`config.mk`:
```
export PLATFORM = sky130hd
export DESIGN_NAME = tmz_timer
export DESIGN_NICKNAME = d
export VERILOG_FILES = /design/src/rtl/tmz_pkg.sv /design/src/rtl/tmz_cycle_gen.sv /design/src/rtl/tmz_edge_sync.sv /design/src/rtl/tmz_timer.sv
export VERILOG_INCLUDE_DIRS = /design/src /design/src/rtl
export SDC_FILE = /design/constraint.sdc
export NUM_CORES = 1
export LEC_CHECK = 0
export ABC_AREA = 1
export BUFFER_PORTS_ARGS = -buffer_cell sky130_fd_sc_hd__buf_2
export CAP_MARGIN = 25
export CORE_AREA = 5 5 79 81
export CTS_BUF_LIST = sky130_fd_sc_hd__clkbuf_8
export CTS_CLUSTER_DIAMETER = 50
export DETAILED_ROUTE_END_ITERATION = 10
export DIE_AREA = 0 0 84 86
export PLACE_DENSITY = 0.95
export RECOVER_POWER = 100
export REMOVE_ABC_BUFFERS = 1
export SETUP_SLACK_MARGIN = 0.1
export SLEW_MARGIN = 20
export SYNTH_ARGS = -nofsm -noshare
export SYNTH_HDL_FRONTEND = slang
export SYNTH_HIERARCHICAL = 1
export SYNTH_SLANG_ARGS = --single-unit
```
`constraint.sdc`:
```
create_clock -name mclk -period 4.2 [get_ports mclk]
set_clock_uncertainty 0.05 [all_clocks]
set_input_delay 0.84 -clock mclk [delete_from_list [all_inputs] [get_ports mclk]]
set_output_delay 0.84 -clock mclk [all_outputs]
set_load 0.1 [all_outputs]
```
`src/rtl/tmz_regs.svh`:
```
// Register offsets, field positions, reset values and counts of the timer.
// Assumes inclusion by bare name from the design modules and the bench.
`ifndef TMZ_REGS_SVH
`define TMZ_REGS_SVH
// ****************************************************************
// Register offsets (byte addresses)
// ****************************************************************
`define TMZ_ADDR_COUNT 8'h00
`define TMZ_ADDR_OPTION 8'h04
// ****************************************************************
// Option register fields and reset values
// ****************************************************************
`define TMZ_OPT_PS_LSB 0
`define TMZ_OPT_PS_MSB 2
`define TMZ_OPT_PSA_BIT 3
`define TMZ_OPT_SE_BIT 4
`define TMZ_OPT_CS_BIT 5
`define TMZ_OPT_WIDTH 6
`define TMZ_OPT_RESET 6'h3F
`define TMZ_COUNT_RESET 8'h00
// ****************************************************************
// Timing counts
// ****************************************************************
`define TMZ_CYCLE_DIV 4
`define TMZ_WRITE_HOLD 2'h2
`endif

```
`src/rtl/tmz_pkg.sv`:
```
// Types shared by the timer modules.
// Assumes nothing beyond a SystemVerilog compiler.
package tmz_pkg;
   // ****************************************************************
   // Bus handshake states and response codes
   // ****************************************************************
   typedef enum logic [0:0] {
      TMZ_CH_IDLE = 1'b0,
      TMZ_CH_RESP = 1'b1
   } tmz_chan_t;
   typedef enum logic [1:0] {
      TMZ_RESP_OKAY = 2'b00,
      TMZ_RESP_SLVERR = 2'b10
   } tmz_resp_t;
endpackage

```
`src/rtl/tmz_cycle_gen.sv`:
```
// Instruction cycle strobe: one mclk pulse every DIV oscillator periods.
// Assumes mclk is the oscillator clock of the timer.
`timescale 1ns/1ps
`include "tmz_regs.svh"
module tmz_cycle_gen #(
   parameter int DIV = `TMZ_CYCLE_DIV
) (
   input wire logic mclk,
   input wire logic rst_n,
   output logic cycle_tick
);
   localparam int CW = $clog2(DIV);
   logic [CW-1:0] phase_q;
   // ****************************************************************
   // Phase counter
   // ****************************************************************
   // Free running phase, wraps at the last oscillator period
   always_ff @(posedge mclk) begin
      if (!rst_n) begin
         phase_q <= '0;
      end else if (phase_q == CW'(DIV - 1)) begin
         phase_q <= '0;
      end else begin
         phase_q <= phase_q + CW'(1);
      end
   end
   // Strobe on the last phase so the first one comes DIV clocks in
   assign cycle_tick = (phase_q == CW'(DIV - 1));
endmodule

```
`src/rtl/tmz_edge_sync.sv`:
```
// Three-stage synchroniser with edge detect for the count input pin.
// Assumes the pin is asynchronous to mclk and slower than mclk / 4.
`timescale 1ns/1ps
module tmz_edge_sync (
   input wire logic mclk,
   input wire logic rst_n,
   input wire logic pin_in,
   output logic rise,
   output logic fall
);
   logic s1_q;
   logic s2_q;
   logic s3_q;
   logic level_q;
   // ****************************************************************
   // Synchroniser chain
   // ****************************************************************
   // First stage feeds the second stage only
   always_ff @(posedge mclk) begin
      if (!rst_n) begin
         s1_q <= 1'b0;
         s2_q <= 1'b0;
         s3_q <= 1'b0;
      end else begin
         s1_q <= pin_in;
         s2_q <= s1_q;
         s3_q <= s2_q;
      end
   end
   // Accepted level moves only once stages two and three agree
   always_ff @(posedge mclk) begin
      if (!rst_n) begin
         level_q <= 1'b0;
      end else if (s2_q == s3_q) begin
         level_q <= s3_q;
      end
   end
   // One-cycle edge pulses against the accepted level
   assign rise = (s2_q == s3_q) && s3_q && !level_q;
   assign fall = (s2_q == s3_q) && !s3_q && level_q;
endmodule

```
`src/rtl/tmz_timer.sv`:
```
// Eight-bit timer/counter with shared prescaler, AXI4-Lite register access.
// Assumes mclk is the oscillator, rst_n synchronous, one master on the bus.
// Functional notes
// RL1: The counter is eight bits, read and written by software at any time.
// RL2: With clock source select low the counter counts instruction cycles.
// RL3: In timer mode without prescaler it steps once per instruction cycle.
// RL4: A software write stops incrementing for the next two cycles.
// RL5: With clock source select high it counts edges on the count input.
// RL6: Edge select low counts rising edges, high counts falling edges.
// RL7: The one prescaler serves the counter or the watchdog, never both.
// RL8: Assign bit low gives the prescaler to the counter, high to watchdog.
// RL9: Software can neither read nor write the prescaler count.
// RL10: Given to the counter, the prescaler divides by 2 up to 256.
// RL11: One instruction cycle lasts four oscillator periods.
// RL12: The counter wraps from all ones to zero and keeps counting.
// RL13: Pin edges are synchronised to mclk before they count.
//
// Register access over AXI4-Lite and the register offsets were chosen for this implementation.
`timescale 1ns/1ps
`include "tmz_regs.svh"
module tmz_timer #(
   parameter int AW = 8,
   parameter int PRE_W = 8
) (
   input wire logic mclk,
   input wire logic rst_n,
   input wire logic [AW-1:0] s_axi_awaddr,
   input wire logic s_axi_awvalid,
   output logic s_axi_awready,
   input wire logic [31:0] s_axi_wdata,
   input wire logic [3:0] s_axi_wstrb,
   input wire logic s_axi_wvalid,
   output logic s_axi_wready,
   output logic [1:0] s_axi_bresp,
   output logic s_axi_bvalid,
   input wire logic s_axi_bready,
   input wire logic [AW-1:0] s_axi_araddr,
   input wire logic s_axi_arvalid,
   output logic s_axi_arready,
   output logic [31:0] s_axi_rdata,
   output logic [1:0] s_axi_rresp,
   output logic s_axi_rvalid,
   input wire logic s_axi_rready,
   input wire logic external_count_input,
   input wire logic watchdog_tick_in,
   output logic watchdog_tick_out
);
   // ****************************************************************
   // Declarations
   // ****************************************************************
   tmz_pkg::tmz_chan_t wr_state_q;
   tmz_pkg::tmz_chan_t rd_state_q;
   logic aw_have_q;
   logic w_have_q;
   logic [AW-1:0] awaddr_q;
   logic [31:0] wdata_q;
   logic [3:0] wstrb_q;
   logic [1:0] bresp_q;
   logic [31:0] rdata_q;
   logic [1:0] rresp_q;
   logic [7:0] timer_count_q;
   logic [7:0] timer_count_d;
   logic [`TMZ_OPT_WIDTH-1:0] option_q;
   logic [1:0] hold_q;
   logic [PRE_W-1:0] pre_q;
   logic wdt_out_q;
   logic cycle_tick;
   logic pin_rise;
   logic pin_fall;
   logic wr_fire;
   logic wr_count;
   logic wr_option;
   logic clock_source_select;
   logic source_edge_select;
   logic prescaler_assign;
   logic [2:0] ps_sel;
   logic pin_event;
   logic src_event;
   logic pre_event;
   logic pre_hit;
   logic count_tick;
   logic count_inc;

   // ****************************************************************
   // Helpers
   // ****************************************************************
   // Low bits of the prescaler that must all be ones for a hit
   function automatic logic [PRE_W-1:0] div_mask(input logic [2:0] sel);
      logic [PRE_W-1:0] m;
      m = '0;
      for (int i = 0; i < PRE_W; i++) begin
         m[i] = (i <= int'(sel));
      end
      return m;
   endfunction

   // Word match against a register offset
   function automatic logic addr_is(input logic [AW-1:0] a,
                                    input logic [7:0] off);
      return (a[AW-1:2] == AW'(off) >> 2);
   endfunction

   // ****************************************************************
   // Clock sources
   // ****************************************************************
   // Instruction cycle strobe from the oscillator
   tmz_cycle_gen u_cycle ( // RL11
      .mclk(mclk),
      .rst_n(rst_n),
      .cycle_tick(cycle_tick)
   );

   // Pin conditioning before any count logic sees it
   tmz_edge_sync u_sync ( // RL13
      .mclk(mclk),
      .rst_n(rst_n),
      .pin_in(external_count_input),
      .rise(pin_rise),
      .fall(pin_fall)
   );

   // ****************************************************************
   // Option fields
   // ****************************************************************
   assign clock_source_select = option_q[`TMZ_OPT_CS_BIT];
   assign source_edge_select = option_q[`TMZ_OPT_SE_BIT];
   assign prescaler_assign = option_q[`TMZ_OPT_PSA_BIT];
   assign ps_sel = option_q[`TMZ_OPT_PS_MSB:`TMZ_OPT_PS_LSB];

   // Edge choice for counter mode
   assign pin_event = source_edge_select ? pin_fall : pin_rise; // RL6
   // Count source: instruction cycle or pin edge
   assign src_event = clock_source_select ? pin_event : cycle_tick; // RL2 RL5

   // ****************************************************************
   // Shared prescaler
   // ****************************************************************
   // Prescaler input follows its owner only
   assign pre_event = prescaler_assign ? watchdog_tick_in : src_event; // RL7
   assign pre_hit = pre_event && ((pre_q & div_mask(ps_sel)) ==
                                  div_mask(ps_sel)); // RL10

   // Internal count, no bus path reaches it
   always_ff @(posedge mclk) begin // RL9
      if (!rst_n) begin
         pre_q <= '0;
      end else if (pre_event) begin
         pre_q <= pre_q + PRE_W'(1);
      end
   end

   // Counter sees divided events only when it owns the prescaler
   assign count_tick = prescaler_assign ? src_event : pre_hit; // RL8 RL3

   // Watchdog sees divided ticks only when it owns the prescaler
   always_ff @(posedge mclk) begin
      if (!rst_n) begin
         wdt_out_q <= 1'b0;
      end else begin
         wdt_out_q <= prescaler_assign ? pre_hit : watchdog_tick_in; // RL8
      end
   end
   assign watchdog_tick_out = wdt_out_q;

   // ****************************************************************
   // Write channel
   // ****************************************************************
   // Address and data may arrive in either order
   assign s_axi_awready = !aw_have_q && (wr_state_q == tmz_pkg::TMZ_CH_IDLE);
   assign s_axi_wready = !w_have_q && (wr_state_q == tmz_pkg::TMZ_CH_IDLE);
   assign wr_fire = aw_have_q && w_have_q;
   assign wr_count = wr_fire && addr_is(awaddr_q, `TMZ_ADDR_COUNT)
                     && wstrb_q[0];
   assign wr_option = wr_fire && addr_is(awaddr_q, `TMZ_ADDR_OPTION)
                      && wstrb_q[0];

   // Capture address and data, then answer with a response
   always_ff @(posedge mclk) begin
      if (!rst_n) begin
         wr_state_q <= tmz_pkg::TMZ_CH_IDLE;
         aw_have_q <= 1'b0;
         w_have_q <= 1'b0;
         awaddr_q <= '0;
         wdata_q <= 32'h0000_0000;
         wstrb_q <= 4'h0;
         bresp_q <= 2'h0;
      end else begin
         case (wr_state_q)
            tmz_pkg::TMZ_CH_IDLE: begin
               if (s_axi_awvalid && s_axi_awready) begin
                  aw_have_q <= 1'b1;
                  awaddr_q <= s_axi_awaddr;
               end
               if (s_axi_wvalid && s_axi_wready) begin
                  w_have_q <= 1'b1;
                  wdata_q <= s_axi_wdata;
                  wstrb_q <= s_axi_wstrb;
               end
               if (wr_fire) begin
                  aw_have_q <= 1'b0;
                  w_have_q <= 1'b0;
                  wr_state_q <= tmz_pkg::TMZ_CH_RESP;
                  if (addr_is(awaddr_q, `TMZ_ADDR_COUNT) ||
                      addr_is(awaddr_q, `TMZ_ADDR_OPTION)) begin
                     bresp_q <= tmz_pkg::TMZ_RESP_OKAY;
                  end else begin
                     bresp_q <= tmz_pkg::TMZ_RESP_SLVERR;
                  end
               end
            end
            tmz_pkg::TMZ_CH_RESP: begin
               if (s_axi_bready) begin
                  wr_state_q <= tmz_pkg::TMZ_CH_IDLE;
               end
            end
            default: begin
               wr_state_q <= tmz_pkg::TMZ_CH_IDLE;
            end
         endcase
      end
   end
   assign s_axi_bvalid = (wr_state_q == tmz_pkg::TMZ_CH_RESP);
   assign s_axi_bresp = bresp_q;

   // ****************************************************************
   // Read channel
   // ****************************************************************
   // Read data is sampled at the address edge; prescaler never shown
   assign s_axi_arready = (rd_state_q == tmz_pkg::TMZ_CH_IDLE);
   always_ff @(posedge mclk) begin
      if (!rst_n) begin
         rd_state_q <= tmz_pkg::TMZ_CH_IDLE;
         rdata_q <= 32'h0000_0000;
         rresp_q <= 2'h0;
      end else begin
         case (rd_state_q)
            tmz_pkg::TMZ_CH_IDLE: begin
               if (s_axi_arvalid) begin
                  rd_state_q <= tmz_pkg::TMZ_CH_RESP;
                  rresp_q <= tmz_pkg::TMZ_RESP_OKAY;
                  if (addr_is(s_axi_araddr, `TMZ_ADDR_COUNT)) begin
                     rdata_q <= {24'h00_0000, timer_count_q}; // RL1
                  end else if (addr_is(s_axi_araddr, `TMZ_ADDR_OPTION)) begin
                     rdata_q <= {26'h0, option_q};
                  end else begin
                     rdata_q <= 32'h0000_0000;
                     rresp_q <= tmz_pkg::TMZ_RESP_SLVERR;
                  end
               end
            end
            tmz_pkg::TMZ_CH_RESP: begin
               if (s_axi_rready) begin
                  rd_state_q <= tmz_pkg::TMZ_CH_IDLE;
               end
            end
            default: begin
               rd_state_q <= tmz_pkg::TMZ_CH_IDLE;
            end
         endcase
      end
   end
   assign s_axi_rvalid = (rd_state_q == tmz_pkg::TMZ_CH_RESP);
   assign s_axi_rdata = rdata_q;
   assign s_axi_rresp = rresp_q;

   // ****************************************************************
   // Option register
   // ****************************************************************
   // Low byte lane only; upper bits of the byte are ignored
   always_ff @(posedge mclk) begin
      if (!rst_n) begin
         option_q <= `TMZ_OPT_RESET;
      end else if (wr_option) begin
         option_q <= wdata_q[`TMZ_OPT_WIDTH-1:0];
      end
   end

   // ****************************************************************
   // Counter and write hold-off
   // ****************************************************************
   // Hold-off counts instruction cycles, whatever the count source
   always_ff @(posedge mclk) begin
      if (!rst_n) begin
         hold_q <= 2'h0;
      end else if (wr_count) begin
         hold_q <= `TMZ_WRITE_HOLD; // RL4
      end else if (cycle_tick && hold_q != 2'h0) begin
         hold_q <= hold_q - 2'h1;
      end
   end

   assign count_inc = count_tick && (hold_q == 2'h0); // RL4

   // Software write wins over an increment in the same cycle
   always_comb begin
      timer_count_d = timer_count_q;
      if (wr_count) begin
         timer_count_d = wdata_q[7:0]; // RL1
      end else if (count_inc) begin
         timer_count_d = timer_count_q + 8'h01; // RL12
      end
   end

   always_ff @(posedge mclk) begin
      if (!rst_n) begin
         timer_count_q <= `TMZ_COUNT_RESET;
      end else begin
         timer_count_q <= timer_count_d;
      end
   end
endmodule

```
After elaboration in Yosys (flattened, before gate mapping)
Index checks and enable logic that the tools add are counted.

operators by class
  $add $sub $neg = 4
  $lt $le $gt $ge = 7
  equal/unequal tests = 5
  mux-type cells = 24
  bitwise gates (word level) = 4
  reductions and logical operators = 37

operators by type and width
  kind                 count
  $mux 8               3
  $add 8x1->8 const B  2
  $logic_and 1x1->1    16
  $mux 1               13
  $eq 6x1->1 const B   2
  $le 3x3->1 const A   4
  $logic_not 6->1      2
  $reduce_and 2->1     6
  $mux 2               5
  $reduce_bool 2->1    5
  $and 8x8->8          1
  $eq 8x8->1           1
  $le 2x3->1 const A   2
  $mux 6               1
  $logic_not 1->1      4
  $pmux 1 s2           2
  $reduce_or 2->1      2
  $le 1x3->1 const A   1
  $not 1->1            3
  $add 2x1->2 const B  1
  $eq 2x2->1 const B   1
  $logic_not 2->1      1
  $sub 2x1->2 const B  1
  $eq 1x1->1           1
  $logic_or 1x1->1     1

storage, ports and cells
  register bits = 88
  input port bits = 61
  output and inout bits = 42
  logic and storage cells = 102

Logic depth before layout (Yosys ltp)
  depth after elaboration = 11
  gate-level depth with buffers = 14
  gate-level depth less buffers = 14

Modules after synthesis
Netlist, hierarchy kept.

modules (own cells, without submodules)
  module         times used  cells each  area each (um^2)  seq. area each (um^2)
  tmz_timer      1           379         2681.3            1081.0
  tmz_edge_sync  1           23          171.4             80.1
  tmz_cycle_gen  1           8           71.3              40.0

Worst setup path after synthesis
Ideal clock, no wire load.

  kind = register -> register
  start = register wr_state_q (netlist: s_axi_bvalid)
  end = register wdata_q[6]
  library setup time = 0.116 ns
  arrival time = 2.958 ns
  required time = 4.034 ns
  slack = 1.076 ns
  stages on the path, launching flop included = 6
  path buffers = 1
  period minus slack after synthesis = 3.124 ns
  cell sequence = dfxtp_1 -> nor2_1 -> nand2_1 -> clkbuf_1 -> o21ai_0 -> nor2_1

between the ends
  longest elaborated chain between the ends = 4

RTL lines
  element                     line              text
  start, declared             tmz_timer.sv:51   tmz_pkg::tmz_chan_t wr_state_q;
  start signal, assigned      tmz_timer.sv:180  wr_state_q <= tmz_pkg::TMZ_CH_IDLE;
  start signal, assigned      tmz_timer.sv:202  wr_state_q <= tmz_pkg::TMZ_CH_RESP;
  start signal, assigned      tmz_timer.sv:213  wr_state_q <= tmz_pkg::TMZ_CH_IDLE;
  $not 1->1                   -
  $logic_and 1x1->1           tmz_timer.sv:170  assign s_axi_wready = !w_have_q && (wr_state_q == tmz_pkg::TMZ_CH_IDLE);
  named net s_axi_wready      tmz_timer.sv:33   output logic s_axi_wready,
  $logic_and 1x1->1           tmz_timer.sv:194  if (s_axi_wvalid && s_axi_wready) begin
  $reduce_and 2->1 (no line)  -
  end signal, assigned        tmz_timer.sv:196  wdata_q <= s_axi_wdata;
  end, declared               tmz_timer.sv:56   logic [31:0] wdata_q;

The timed path passes the listed nets, and every way through them passes these cells.
A chain may end at the register's enable or synchronous reset.

Worst setup path in the final report
  start = register wr_state_q (netlist: s_axi_bvalid)
  end = output port s_axi_awready

between the ends
  longest elaborated chain between the ends = 2

RTL lines
  element            line              text
  $not 1->1          -
  $logic_and 1x1->1  tmz_timer.sv:169  assign s_axi_awready = !aw_have_q && (wr_state_q == tmz_pkg::TMZ_CH_IDLE);
  end, declared      tmz_timer.sv:29   output logic s_axi_awready,

No other way between the ends.

==> results.cfg <==
[worst_setup_path]
cp_slowest_cell = clkbuf_1
crit_path_start_kind = flip-flop
end_kind = output pin
worstPathCellList = nor2_1, clkbuf_1
crit_path_max_fanout = 5
r2r_cells = 13
cp.arrival_ns = 1.71
slowest_delay_ns = 0.88
critical_path_required_ns = 3.31
crit_type = reg2out

[clocking]
postCtsSetupBuffers = 0
cts_resized = 0
cts.sinks = 60
cts_hold_buf = 0
h-tree-depth = 3
tritoncts = yes
clk_latency_ns = 0.34
cts.path.max_buffers = 2
numCtsBuffers = 9
path_clk_slew_ns = 0.06
cts-root-buf = clkbuf_8

[synth]
yosys-top-cells-area = dfxtp_1, nand2_1, inv_1, buf_4, nor2_1
yosysWarnings = 6
netlist_instances = 410
syn_area_um2 = 2920
yosysTopAreaCell = dfxtp_1
ys_seq_area_share_pct = 41.1
ys_ff_latch = 60
avgSynthCellArea_um2 = 7.13
synth_cell_types = 29
synth.top_cell.area_share_pct = 41.1

[routing]
vias_per_cell = 4.93
wl_um = 6120
routedWlPerCell_um = 11.5
firstDrtPassIters = 4
drtIter0Drc = 159
dr_total_vias = 2624
drcViolationCount = 0
drtAntennaViolNets = 0

[finish]
layout_common_cells = nand2_1, inv_1, dfxtp_1
nets = 522
diodes = 0
final_common_cell = nand2_1
fillers = 488
design_area_um2 = 3240
drive_above_1_share_pct = 10.7
syn2layout_area_growth_pct = 10.9

[global_routing]
grt_pass1_vias = 2494
grt_usage_pct = 17.5
grt_max_degree = 44
overflow = 0
grt_pass1_wl_um = 10300
antenna_found_initial = 0

[sta]
min_period_ns = 2.60
maxSlewHeadroom_pct = 21.8
rsz0062_at_grt = no
slew_violations = 0
tightest_slew_ns = 1.18
fin_crit_sh_pct = 61.9
max_freq_ghz = 0.385
setup_tns_ns = 0
hold_viol = 0
setup_viol = 0

[place]
gp_congestion = 0.879
io_buffers = 45
hpwlAfterDp_um = 4390
post_dp_cell_area_um2 = 3080

[floorplanning]
die_w_um = 84
rows = 27
start_util_pct = 54.1
die_area_um2 = 7220
core-area_um2 = 5410
chipHeight_um = 86
pin_count = 103

[worst_hold_path]
min_path_type = reg2reg
worst_hold_path.num_cells = 1

[job]
drv_cap = 0

[pwr]
irDropWorstVdd_uv = 255
power.density_nw_per_um2 = 432
leakagePower_nw = 1.58

[status]
status = finished, final reports clean
## power by group
part	switching, mW	leakage (nW)	internal (mW)
combinational	0.237	0.974	0.0403
sequential	0.0147	0.491	0.598
clock	0.213	0.115	0.298
total	0.465	1.58	0.936
## Yosys cell counts
master / count
a21oi_1: 35
buf_2: 2
buf_4: 26
buf_6: 2
clkbuf_1: 6
clkinv_1: 2
conb_1: 1
dfxtp_1: 60
ha_1: 6
inv_1: 56
inv_2: 2
nand2_1: 75
nand2_4: 3
nand3_1: 20
nand3b_1: 1
nand4_1: 2
nor2_1: 52
nor2_2: 2
nor3_1: 2
nor3_2: 1
nor3_4: 1
o211ai_1: 6
o21a_1: 1
o21ai_0: 27
o21ai_1: 10
o21ai_2: 1
o221ai_1: 6
or2_2: 1
xor2_1: 1
## sequential cells by signal, indices dropped and copies added (netlist names), 2 cells and up
signal and flops:
wdata_q 8, timer_count_q 8, u_cycle/phase_q 2, option_q 6, s_axi_rdata 8, pre_q 8
awaddr_q 6, hold_q 2
## per-stage QoR
stage	worst slack [ns]	instances	hold WS, ns	power [mW]	util, %
CTS	1.93	532	0.370	1.41	60.7
global route	1.53	532	0.395	1.46	60.0
detailed placement	1.57	516	0.361	0.908	57.0
floorplan	0.950	399	0.340	0.861	-
global placement	1.61	516	0.349	0.901	57.0
finish	1.60	532	0.369	1.40	60.0
## cell type report
class	instances	area (um2)	area share, %
inverters	60	225	6.95
repair buffers	45	205	6.33
clock buffers	11	151	4.67
flip-flops and latches	60	1200	37.1
clock inverters	5	45.0	1.39
multi-input cells	279	1320	40.8
well taps	72	90.1	2.78
## final timing paths
kind	endpoint	startpoint	slack [ns]
setup / recovery	s_axi_awready	s_axi_bvalid$_SDFF_PN0_	1.60
setup reg to reg	pre_q[4]$_SDFFE_PN0P_	u_sync/s3_q$_SDFF_PN0_	2.28
hold reg to reg	u_cycle/phase_q[0]$_SDFF_PP0_	u_cycle/phase_q[0]$_SDFF_PP0_	0.37
hold / removal	u_cycle/phase_q[0]$_SDFF_PP0_	u_cycle/phase_q[0]$_SDFF_PP0_	0.37
## critical path: cells and delay by family, from the launching register on
kind | cells | cell delay [ns]
flops | 1 | 0.35
simple gates | 1 | 0.15
buf+inv | 1 | 0.88
## kinds of logic after synthesis
| family | after synthesis | share of synthesized area [%] |
|---|---|---|
| compound gates | 86 | 16.2 |
| xor+xnor | 1 | 0.300 |
| fa+ha+maj | 6 | 2.57 |
| buf+inv | 96 | 16.3 |
| flops | 60 | 41.1 |
| other cells | 1 | 0.128 |
| simple gates | 160 | 23.4 |
## per-layer routing
| layer | wire, um | global-route usage [%] | part of all wire, % | vias up |
|---|---|---|---|---|
| met5 | 0 | 0 | 0 | - |
| met4 | 140 | 10.8 | 2.3 | 0 |
| met2 | 2810 | 29.6 | 46 | 101 |
| li1 | - | - | - | 1350 |
| met3 | 540 | 4.80 | 8.8 | 15 |
| met1 | 2630 | 19.6 | 43 | 1158 |
Power figures use the tool's default switching activity.
